### src/shared/asc_pkg.sv
/*
  Package for the ADC sequence control block: register indices and byte
  addresses, field positions, reset values, channel codes, timing constants.
  Assumes an APB slave with 32-bit data, one register per aligned word.
*/
`default_nettype none

package asc_pkg;

  // ----------------------------------------------------------------------
  // Register map: printed offsets are indices, byte address is index * 4
  // ----------------------------------------------------------------------
  localparam logic [9:0] IDX_SEQ_CONFIG = 10'h0B5;
  localparam logic [9:0] IDX_CONTROL = 10'h0B0;
  localparam logic [9:0] IDX_IRQ_STATUS = 10'h0B1;
  localparam logic [9:0] IDX_IRQ_MASK = 10'h0B2;
  localparam logic [9:0] IDX_RESULT = 10'h0B3;
  localparam logic [11:0] ADDR_SEQ_CONFIG = {IDX_SEQ_CONFIG, 2'h0};
  localparam logic [11:0] ADDR_CONTROL = {IDX_CONTROL, 2'h0};
  localparam logic [11:0] ADDR_IRQ_STATUS = {IDX_IRQ_STATUS, 2'h0};
  localparam logic [11:0] ADDR_IRQ_MASK = {IDX_IRQ_MASK, 2'h0};
  localparam logic [11:0] ADDR_RESULT = {IDX_RESULT, 2'h0};

  // ----------------------------------------------------------------------
  // Fields and reset values of the configuration, control, interrupt and result registers
  // ----------------------------------------------------------------------
  localparam int REF_LSB = 6;
  localparam int DECIM_LSB = 4;
  localparam int END_LSB = 0;
  localparam logic [7:0] SEQ_CONFIG_RESET = 8'h10;
  localparam int CTRL_START_BIT = 0;
  localparam int IRQ_SEQ_DONE_BIT = 0;
  localparam int IRQ_OVERRUN_BIT = 1;
  localparam int RESULT_VALID_BIT = 16;
  localparam logic [1:0] IRQ_RESET = 2'h0;

  // ----------------------------------------------------------------------
  // Channel codes
  // ----------------------------------------------------------------------
  localparam logic [3:0] CH_FIRST_SINGLE = 4'h0;
  localparam logic [3:0] CH_LAST_SINGLE = 4'h7;
  localparam logic [3:0] CH_FIRST_DIFF = 4'h8;
  localparam logic [3:0] CH_LAST_DIFF = 4'hB;
  localparam logic [3:0] CH_GROUND = 4'hC;
  localparam logic [3:0] CH_POS_REF = 4'hD;
  localparam logic [3:0] CH_TEMP = 4'hE;
  localparam logic [3:0] CH_SUPPLY_DIV3 = 4'hF;

  // ----------------------------------------------------------------------
  // Timing
  // ----------------------------------------------------------------------
  localparam int SYS_CLK_HZ = 20_000_000;
  localparam int CONV_CLK_HZ = 4_000_000;
  localparam int CONV_DIV = SYS_CLK_HZ / CONV_CLK_HZ;
  localparam logic [2:0] CONV_DIV_LAST = 3'(CONV_DIV - 1);
  localparam logic [9:0] SETTLE_TICKS = 10'h010;
  localparam logic [9:0] DECIM_64 = 10'h040;
  localparam logic [9:0] DECIM_128 = 10'h080;
  localparam logic [9:0] DECIM_256 = 10'h100;
  localparam logic [9:0] DECIM_512 = 10'h200;

  typedef enum logic [2:0] {
    ASC_IDLE = 3'b001,
    ASC_SETTLE = 3'b010,
    ASC_DECIM = 3'b100
  } asc_state_t;

endpackage : asc_pkg

`default_nettype wire

### src/rtl/asc_tick_div.sv
/*
  Divides the system clock down to the conversion clock as a one-cycle
  tick. Assumes a single clock domain and a synchronous clock enable.
*/
`timescale 1ns/10ps
`default_nettype none

module asc_tick_div (
  input wire logic clk_i,
  input wire logic nrst_i,
  input wire logic ce_i,
  output logic tick_o
);

  logic [2:0] count;

  always_ff @(posedge clk_i or negedge nrst_i) begin
    if (!nrst_i) begin
      count <= 3'h0;
    end else if (ce_i) begin
      count <= (count == asc_pkg::CONV_DIV_LAST) ? 3'h0 : count + 3'h1;
    end
  end

  assign tick_o = ce_i && (count == asc_pkg::CONV_DIV_LAST);

endmodule : asc_tick_div

`default_nettype wire

### src/rtl/asc_conv_timer.sv
/*
  Down-counter of conversion clock ticks. Load sets the count; done pulses
  on the tick that takes the count from one to zero. Assumes load values
  are nonzero.
*/
`timescale 1ns/10ps
`default_nettype none

module asc_conv_timer (
  input wire logic clk_i,
  input wire logic nrst_i,
  input wire logic ce_i,
  input wire logic tick_i,
  input wire logic load_i,
  input wire logic [9:0] load_val_i,
  output logic done_o
);

  logic [9:0] count;

  always_ff @(posedge clk_i or negedge nrst_i) begin
    if (!nrst_i) begin
      count <= 10'h000;
    end else if (ce_i) begin
      if (load_i) begin
        count <= load_val_i;
      end else if (tick_i && count != 10'h000) begin
        count <= count - 10'h001;
      end
    end
  end

  // Done must not look at load: the sequencer raises load from done
  assign done_o = ce_i && tick_i && (count == 10'h001);

endmodule : asc_conv_timer

`default_nettype wire

### src/rtl/asc_seq_ctrl.sv
/*
  ADC sequence control: configuration register, channel sequencer,
  conversion timing, result capture, DMA triggers and a status interrupt.
  Assumes an APB master on the same clock and a modulator whose result
  is valid on RESULT_I when the conversion ends.
*/
// Implementation choice: the APB slave port.
`timescale 1ns/10ps
`default_nettype none

module asc_seq_ctrl (
  input wire logic CLK_I,
  input wire logic NRST_I,
  input wire logic CE_I,
  input wire logic PSEL_I,
  input wire logic PENABLE_I,
  input wire logic PWRITE_I,
  input wire logic [11:0] PADDR_I,
  input wire logic [31:0] PWDATA_I,
  output logic [31:0] PRDATA_O,
  output logic PREADY_O,
  output logic PSLVERR_O,
  input wire logic [13:0] RESULT_I,
  output logic [1:0] REF_SEL_O,
  output logic [1:0] DECIM_SEL_O,
  output logic [3:0] MUX_SEL_O,
  output logic SETTLE_O,
  output logic CONVERT_O,
  output logic [7:0] DMA_CH_O,
  output logic DMA_ALL_O,
  output logic IRQ_O
);

  // ----------------------------------------------------------------------
  // Helpers
  // ----------------------------------------------------------------------
  function automatic logic [9:0] decim_ticks(input logic [1:0] sel);
    unique case (sel)
      2'h0: decim_ticks = asc_pkg::DECIM_64;
      2'h1: decim_ticks = asc_pkg::DECIM_128;
      2'h2: decim_ticks = asc_pkg::DECIM_256;
      2'h3: decim_ticks = asc_pkg::DECIM_512;
    endcase
  endfunction : decim_ticks

  function automatic logic [3:0] first_channel(input logic [3:0] last);
    if (last <= asc_pkg::CH_LAST_SINGLE) begin
      first_channel = asc_pkg::CH_FIRST_SINGLE;
    end else if (last <= asc_pkg::CH_LAST_DIFF) begin
      first_channel = asc_pkg::CH_FIRST_DIFF;
    end else begin
      first_channel = last;
    end
  endfunction : first_channel

  function automatic logic addr_is(input logic [11:0] a, input logic [11:0] reg_addr);
    addr_is = (a == reg_addr);
  endfunction : addr_is

  // ----------------------------------------------------------------------
  // State
  // ----------------------------------------------------------------------
  logic [7:0] seq_config;
  logic [3:0] result_chan;
  logic [13:0] result;
  logic result_unread;
  logic [1:0] irq_status;
  logic [1:0] irq_mask;
  logic [3:0] cur_chan;
  logic [3:0] seq_end;
  asc_pkg::asc_state_t state;
  asc_pkg::asc_state_t next_state;
  logic tick;
  logic timer_load;
  logic [9:0] timer_val;
  logic timer_done;
  logic conv_done;
  logic seq_last;
  logic start_req;
  logic wr_en;
  logic rd_en;
  logic addr_ok;

  // ----------------------------------------------------------------------
  // APB slave: zero wait states, read data registered in setup phase
  // ----------------------------------------------------------------------
  assign addr_ok = addr_is(PADDR_I, asc_pkg::ADDR_SEQ_CONFIG) ||
                   addr_is(PADDR_I, asc_pkg::ADDR_CONTROL) ||
                   addr_is(PADDR_I, asc_pkg::ADDR_IRQ_STATUS) ||
                   addr_is(PADDR_I, asc_pkg::ADDR_IRQ_MASK) ||
                   addr_is(PADDR_I, asc_pkg::ADDR_RESULT);
  assign PREADY_O = PSEL_I && PENABLE_I;
  assign PSLVERR_O = PSEL_I && PENABLE_I && !addr_ok;
  assign wr_en = CE_I && PSEL_I && PENABLE_I && PWRITE_I && addr_ok;
  assign rd_en = CE_I && PSEL_I && PENABLE_I && !PWRITE_I && addr_ok;

  always_ff @(posedge CLK_I or negedge NRST_I) begin
    if (!NRST_I) begin
      PRDATA_O <= 32'h0000_0000;
    end else if (CE_I && PSEL_I && !PENABLE_I) begin
      PRDATA_O <= 32'h0000_0000;
      if (addr_is(PADDR_I, asc_pkg::ADDR_SEQ_CONFIG)) begin
        PRDATA_O[7:0] <= {seq_config[7:4], result_chan};
      end else if (addr_is(PADDR_I, asc_pkg::ADDR_CONTROL)) begin
        PRDATA_O[asc_pkg::CTRL_START_BIT] <= (state != asc_pkg::ASC_IDLE);
      end else if (addr_is(PADDR_I, asc_pkg::ADDR_IRQ_STATUS)) begin
        PRDATA_O[1:0] <= irq_status;
      end else if (addr_is(PADDR_I, asc_pkg::ADDR_IRQ_MASK)) begin
        PRDATA_O[1:0] <= irq_mask;
      end else if (addr_is(PADDR_I, asc_pkg::ADDR_RESULT)) begin
        PRDATA_O[13:0] <= result;
        PRDATA_O[asc_pkg::RESULT_VALID_BIT] <= result_unread;
      end
    end
  end

  // ----------------------------------------------------------------------
  // Configuration register
  // ----------------------------------------------------------------------
  always_ff @(posedge CLK_I or negedge NRST_I) begin
    if (!NRST_I) begin
      seq_config <= asc_pkg::SEQ_CONFIG_RESET;
    end else if (wr_en && addr_is(PADDR_I, asc_pkg::ADDR_SEQ_CONFIG)) begin
      seq_config <= PWDATA_I[7:0];
    end
  end

  assign REF_SEL_O = seq_config[asc_pkg::REF_LSB +: 2];
  assign DECIM_SEL_O = seq_config[asc_pkg::DECIM_LSB +: 2];
  assign start_req = wr_en && addr_is(PADDR_I, asc_pkg::ADDR_CONTROL) &&
                     PWDATA_I[asc_pkg::CTRL_START_BIT];

  // ----------------------------------------------------------------------
  // Conversion clock and timer
  // ----------------------------------------------------------------------
  asc_tick_div u_tick (
    .clk_i(CLK_I),
    .nrst_i(NRST_I),
    .ce_i(CE_I),
    .tick_o(tick)
  );

  asc_conv_timer u_timer (
    .clk_i(CLK_I),
    .nrst_i(NRST_I),
    .ce_i(CE_I),
    .tick_i(tick),
    .load_i(timer_load),
    .load_val_i(timer_val),
    .done_o(timer_done)
  );

  // ----------------------------------------------------------------------
  // Sequencer
  // ----------------------------------------------------------------------
  assign conv_done = (state == asc_pkg::ASC_DECIM) && timer_done;
  assign seq_last = (cur_chan == seq_end);

  always_comb begin
    next_state = state;
    timer_load = 1'b0;
    timer_val = asc_pkg::SETTLE_TICKS;
    unique case (state)
      asc_pkg::ASC_IDLE: begin
        if (start_req) begin
          next_state = asc_pkg::ASC_SETTLE;
          timer_load = 1'b1;
        end
      end
      asc_pkg::ASC_SETTLE: begin
        // Settling runs for every rate, then the filter period follows
        if (timer_done) begin
          next_state = asc_pkg::ASC_DECIM;
          timer_load = 1'b1;
          timer_val = decim_ticks(DECIM_SEL_O);
        end
      end
      asc_pkg::ASC_DECIM: begin
        if (timer_done) begin
          timer_load = !seq_last;
          next_state = seq_last ? asc_pkg::ASC_IDLE : asc_pkg::ASC_SETTLE;
        end
      end
    endcase
    timer_load = timer_load && CE_I;
  end

  always_ff @(posedge CLK_I or negedge NRST_I) begin
    if (!NRST_I) begin
      state <= asc_pkg::ASC_IDLE;
    end else if (CE_I) begin
      state <= next_state;
    end
  end

  // End channel is frozen at start so a mid-run write cannot strand the walk
  always_ff @(posedge CLK_I or negedge NRST_I) begin
    if (!NRST_I) begin
      cur_chan <= 4'h0;
      seq_end <= 4'h0;
    end else if (CE_I) begin
      if (state == asc_pkg::ASC_IDLE && start_req) begin
        seq_end <= seq_config[asc_pkg::END_LSB +: 4];
        cur_chan <= first_channel(seq_config[asc_pkg::END_LSB +: 4]);
      end else if (conv_done && !seq_last) begin
        cur_chan <= cur_chan + 4'h1;
      end
    end
  end

  // Channel code goes to the multiplexer as is: pairs and internal sources
  // are decoded by the analog side
  assign MUX_SEL_O = cur_chan;
  assign SETTLE_O = (state == asc_pkg::ASC_SETTLE);
  assign CONVERT_O = (state == asc_pkg::ASC_DECIM);

  // ----------------------------------------------------------------------
  // Result capture and DMA triggers
  // ----------------------------------------------------------------------
  always_ff @(posedge CLK_I or negedge NRST_I) begin
    if (!NRST_I) begin
      result <= 14'h0000;
      result_chan <= 4'h0;
    end else if (CE_I && conv_done) begin
      result <= RESULT_I;
      result_chan <= cur_chan;
    end
  end

  // A new result wins over a read that clears the flag in the same cycle
  always_ff @(posedge CLK_I or negedge NRST_I) begin
    if (!NRST_I) begin
      result_unread <= 1'b0;
    end else if (CE_I) begin
      if (conv_done) begin
        result_unread <= 1'b1;
      end else if (rd_en && addr_is(PADDR_I, asc_pkg::ADDR_RESULT)) begin
        result_unread <= 1'b0;
      end
    end
  end

  always_ff @(posedge CLK_I or negedge NRST_I) begin
    if (!NRST_I) begin
      DMA_CH_O <= 8'h00;
      DMA_ALL_O <= 1'b0;
    end else if (CE_I) begin
      DMA_ALL_O <= conv_done;
      DMA_CH_O <= 8'h00;
      if (conv_done && cur_chan <= asc_pkg::CH_LAST_SINGLE) begin
        DMA_CH_O[cur_chan[2:0]] <= 1'b1;
      end
    end
  end

  // ----------------------------------------------------------------------
  // Status interrupt: sequence end and overrun only, never per conversion
  // ----------------------------------------------------------------------
  always_ff @(posedge CLK_I or negedge NRST_I) begin
    if (!NRST_I) begin
      irq_status <= asc_pkg::IRQ_RESET;
    end else if (CE_I) begin
      if (rd_en && addr_is(PADDR_I, asc_pkg::ADDR_IRQ_STATUS)) begin
        // Clear only what the read returned, so an event at the setup edge survives
        irq_status <= irq_status & ~PRDATA_O[1:0];
      end
      if (conv_done && seq_last) begin
        irq_status[asc_pkg::IRQ_SEQ_DONE_BIT] <= 1'b1;
      end
      if (conv_done && result_unread) begin
        irq_status[asc_pkg::IRQ_OVERRUN_BIT] <= 1'b1;
      end
    end
  end

  always_ff @(posedge CLK_I or negedge NRST_I) begin
    if (!NRST_I) begin
      irq_mask <= asc_pkg::IRQ_RESET;
    end else if (wr_en && addr_is(PADDR_I, asc_pkg::ADDR_IRQ_MASK)) begin
      irq_mask <= PWDATA_I[1:0];
    end
  end

  assign IRQ_O = |(irq_status & irq_mask);

  // ----------------------------------------------------------------------
  // Checks
  // ----------------------------------------------------------------------
  logic [13:0] conv_cycles;
  logic [9:0] decim_count;

  always_ff @(posedge CLK_I or negedge NRST_I) begin
    if (!NRST_I) begin
      conv_cycles <= 14'h0000;
      decim_count <= 10'h000;
    end else if (CE_I) begin
      conv_cycles <= (state == asc_pkg::ASC_IDLE || conv_done) ? 14'h0000 :
                     conv_cycles + 14'h0001;
      decim_count <= (state != asc_pkg::ASC_DECIM || conv_done) ? 10'h000 :
                     decim_count + 10'(tick);
    end
  end

  a_ref_follows: assert property (@(posedge CLK_I) disable iff (!NRST_I)
    wr_en && addr_is(PADDR_I, asc_pkg::ADDR_SEQ_CONFIG) |=> REF_SEL_O == $past(PWDATA_I[7:6]))
    else $error("reference select does not follow write");

  a_decim_ticks: assert property (@(posedge CLK_I) disable iff (!NRST_I)
    conv_done |-> decim_count + 10'h001 == decim_ticks(DECIM_SEL_O))
    else $error("filter period differs from decimation rate");

  a_conv_time: assert property (@(posedge CLK_I) disable iff (!NRST_I)
    conv_done && CE_I |-> (conv_cycles + 14'h0001 <=
      14'(({4'h0, decim_ticks(DECIM_SEL_O)} + 14'h0010) * 14'h0005)) &&
      (conv_cycles + 14'h0001 >
      14'(({4'h0, decim_ticks(DECIM_SEL_O)} + 14'h000F) * 14'h0005)))
    else $error("conversion length wrong");

  a_single_start: assert property (@(posedge CLK_I) disable iff (!NRST_I)
    start_req && state == asc_pkg::ASC_IDLE && seq_config[3:0] <= 4'h7 |=> cur_chan == 4'h0)
    else $error("single-ended sequence not from input 0");

  a_diff_start: assert property (@(posedge CLK_I) disable iff (!NRST_I)
    start_req && state == asc_pkg::ASC_IDLE && seq_config[3:0] >= 4'h8 &&
    seq_config[3:0] <= 4'hB |=> cur_chan == 4'h8)
    else $error("differential sequence not from first pair");

  a_single_conv: assert property (@(posedge CLK_I) disable iff (!NRST_I)
    start_req && state == asc_pkg::ASC_IDLE && seq_config[3:0] > 4'hB
    |=> cur_chan == seq_end && cur_chan == $past(seq_config[3:0]))
    else $error("single conversion source wrong");

  a_step_up: assert property (@(posedge CLK_I) disable iff (!NRST_I)
    conv_done && !seq_last |=> cur_chan == $past(cur_chan) + 4'h1 && SETTLE_O)
    else $error("sequence did not step to next channel");

  a_seq_stop: assert property (@(posedge CLK_I) disable iff (!NRST_I)
    conv_done && seq_last |=> state == asc_pkg::ASC_IDLE)
    else $error("sequence ran past end channel");

  a_read_chan: assert property (@(posedge CLK_I) disable iff (!NRST_I)
    conv_done ##1 (PSEL_I && !PENABLE_I && addr_is(PADDR_I, asc_pkg::ADDR_SEQ_CONFIG) &&
    !conv_done) |=> PRDATA_O[3:0] == $past(cur_chan, 2))
    else $error("channel readback is not the result channel");

  a_dma_pulse: assert property (@(posedge CLK_I) disable iff (!NRST_I)
    conv_done && CE_I && cur_chan <= 4'h7 |=> DMA_ALL_O && DMA_CH_O == 8'h01 << $past(cur_chan))
    else $error("DMA trigger missing");

  a_no_conv_irq: assert property (@(posedge CLK_I) disable iff (!NRST_I)
    conv_done && !seq_last && !result_unread && irq_status == 2'h0 |=> irq_status == 2'h0)
    else $error("interrupt raised by sequence conversion");

endmodule : asc_seq_ctrl

`default_nettype wire

### config.mk
export PLATFORM = sky130hd
export DESIGN_NAME = asc_seq_ctrl
export DESIGN_NICKNAME = d
export VERILOG_FILES = /design/src/shared/asc_pkg.sv /design/src/rtl/asc_tick_div.sv /design/src/rtl/asc_conv_timer.sv /design/src/rtl/asc_seq_ctrl.sv
export SDC_FILE = /design/constraint.sdc
export NUM_CORES = 1
export LEC_CHECK = 0
export ABC_CLOCK_PERIOD_IN_PS = 2600
export BUFFER_PORTS_ARGS = -buffer_cell sky130_fd_sc_hd__buf_2
export CAP_MARGIN = 10
export CORE_MARGIN = 2
export CORE_UTILIZATION = 52
export DETAILED_ROUTE_END_ITERATION = 10
export GPL_TIMING_DRIVEN = 0
export PLACE_DENSITY = 0.89
export SLEW_MARGIN = 20
export SYNTH_ARGS = -nofsm -noshare
export SYNTH_HDL_FRONTEND = slang
export SYNTH_SLANG_ARGS = --single-unit
### constraint.sdc
create_clock -name CLK_I -period 2.6 [get_ports CLK_I]
set_input_delay 0 -clock CLK_I [delete_from_list [all_inputs] [get_ports CLK_I]]
set_output_delay 0 -clock CLK_I [all_outputs]
set_load 0.01 [all_outputs]
==> results_dict.tcl <==
set metrics [dict create \
    status "finished, final reports clean" \
    critPathRequiredTime_ps 2870 \
    period_share_pct 95.7 \
    gp_congestion 0.917 \
    fmax_mhz 402 \
    cts_tree "built" \
    final_common_cell "nand2_1" \
    worstPathArrival_ps 2760 \
    synth.avg_cell_area_um2 9.66 \
    critical_path_class "reg -> reg" \
    drtIter0Drc 399 \
    via_per_inst 5.40 \
    ys_async_sr_fraction_pct 100 \
    rsz0062_at_grt "false" \
    dr.pass1.iters 5 \
    root_buffer "clkbuf_8" \
    post_cts_buffers 0 \
    timing_hold_violations_final 0 \
    dieArea_um2 8370 \
    p_per_area_nw_per_um2 599 \
    regArea_um2 1980 \
    ys_ff_latch 79 \
    startpoint "u_timer.count[4]" \
    numCtsBuffers 9 \
    cap_violations 0 \
    drcViolationCount 0 \
    crit_fanout 7 \
    areaGrowthSynthToFinish_pct 27.0 \
    fin_nets 612 \
    fin_skew_ps 7.57 \
    multi_input_comb_area_um2 1720 \
    synthesis.area_um2 3980 \
    endpoint "DMA_CH_O[0]" \
    vias 3488 \
    ys.warnings.count 0 \
    dieWidth_um 91.5 \
    wire_per_inst_um 15.2 \
    finalSetupViolCount 0 \
    cts_max_level 3 \
    track_usage_pct 24.8 \
    hold_slack_ps 44.7 \
    fp.dieH_um 91.5 \
    worstMarginPinSlew_ps 662 \
    r2r_start "u_timer.count[4]" \
    hpwl_mm 6.98 \
    antennaDiodeCount 0 \
    drive_above_1_share_pct 27.6 \
    syn_inst 412 \
    rr_endpoint "DMA_CH_O[0]" \
    pin_count 118 \
    cts.clk_slew.worst_paths_ps 90 \
    port_buffers 75 \
    synth_ff_type "dfrtp_1" \
    seq_area_frac_synth_pct 49.7 \
    cp-start-kind "register" \
    n_fill_cell 519 \
    reg2regPathDepth 5 \
    critPathCaptureType "register" \
    layout_common_cells "93 x nand2_1, 77 x dfrtp_1, 75 x buf_2" \
    overflow 0 \
    grt_max_degree 54 \
    postLayoutCoreUtil_pct 68.9 \
    coreArea_um2 7330 \
    drtAntennaViolNets 0 \
    min_path_type "in -> reg" \
    start_util_pct 54.3 \
    routed_wl_mm 9.85 \
    antenna_found_initial 0 \
    worstSkewPairLatency_ps 360 \
    p_leak_nw 2.54 \
    grt_pass1_vias 3472 \
    irDropWorstVdd_mv 0.306 \
    timing.final.crit_period_ps 2490 \
    synthDistinctLibCells 51 \
    grt_pass1_wl_mm 16.4 \
    drv_slew 0 \
    max_slew_margin_pct 55.2 \
    synth_edf_count 0 \
    reg2reg_slack_ps 110 \
    rows 31 \
    clockBufferDepth 2 \
    clock-sinks 79 \
]
state kept, by name, summed over array words and instances (netlist names), 2 cells and up:
signal and cells:
result 14, seq_end 4, state 3, u_tick.count 3, DMA_CH_O 8, result_chan 4
PRDATA_O 15, u_timer.count 10, seq_config 8, irq_mask 2, MUX_SEL_O 4, irq_status 2
stage by stage:
step	cell area (µm²)	setup WS, ps	setup TNS (ps)	power [mW]	cells
2_1_floorplan	4040	226	0	1.86	428
3_3_place_gp	4540	49.1	0	1.99	602
3_5_place_dp	4570	-76.9	-253	2.04	603
4_1_cts	5040	20.6	0	3.01	645
5_1_grt	5050	16.0	0	3.15	646
6_report	5050	111	0	3.03	646
layer usage:
| metal | part of all wire, % | vias up | global-route usage (%) |
|---|---|---|---|
| met4 | 2.9 | 0 | 12.6 |
| li1 | - | 1638 | - |
| met3 | 6.1 | 27 | 4.81 |
| met2 | 51 | 148 | 42.0 |
| met5 | 0 | - | 0 |
| met1 | 40 | 1675 | 29.9 |
cell families (layout without fill, tap and decap cells):
logic type      count (synthesis)  count (layout)  share of synthesized area (%)
simple gates                  165             165                           20.2
flops                          79              79                           49.7
compound gates                 70              70                           10.9
buf+inv                        58             177                           8.77
mux                            18              18                           5.03
xor+xnor                       15              15                           3.30
fa+ha+maj                       6               6                           1.89
other cells                     1              17                         0.0942
worst max-delay path: stages (launching register included):
cell and delay [ps]:
dfrtp_1 410, or4_1 560, buf_6 160, or3b_4 420
or4_2 630, o22ai_1 210
synth_stat cells (5+ instances only):
master	instances	share of area, %
nand2_1	93	8.8
dfrtp_1	77	48
o21ai_0	23	2.9
buf_4	21	4.0
inv_1	18	1.7
nor2_1	17	1.6
mux2_2	16	4.5
a21oi_1	13	1.6
clkbuf_1	12	1.1
xnor2_1	11	2.4
o22ai_1	10	1.6
buf_6	7	2.0
a22oi_1	6	1.1
ha_1	6	1.9
nand3_1	6	0.75
nand4_1	6	0.94
nor3_1	5	0.63
nor4_1	5	0.79
or3_1	5	0.79
area by class of cell:
class	instances	share of cell area, %
Inverter	18	1.34
Buffer	40	5.60
Timing Repair Buffer	103	13.3
Sequential cell	79	39.2
Multi-Input combinational cell	291	34.1
Tap cell	99	2.45
Clock buffer	10	2.72
Clock inverter	6	1.36
repair_timing:
| action | 4_1_cts | 5_1_grt |
|---|---|---|
| pin swaps | 0 | 1 |
| setup endpoints to repair | 5 | 24 |
| resized for setup | 2 | 1 |
| hold buffers | 26 | 0 |
| gates cloned | 0 | 1 |
| hold endpoints to repair | 103 | 0 |
how the worst min path moves through the flow:
stage                     start     endpoint  slack, ps  cells after the start
global placement    RESULT_I[8]    result[8]        200                      3
finish                     CE_I    DMA_ALL_O         40                      3
global route               CE_I    DMA_ALL_O         50                      3
detailed placement       NRST_I  DMA_CH_O[7]        -50                      1
floorplan                NRST_I    DMA_ALL_O       -300                      0
CTS                        CE_I    DMA_ALL_O         40                      3
power breakdown:
| group | internal (mW) | switching (mW) | total, mW | leakage [nW] |
|---|---|---|---|---|
| logic | 0.309 | 0.354 | 0.663 | 1.35 |
| clock network | 0.475 | 0.481 | 0.956 | 0.103 |
| registers | 1.32 | 0.0907 | 1.41 | 1.08 |
Note: power is estimated with default switching activity, not from simulation.
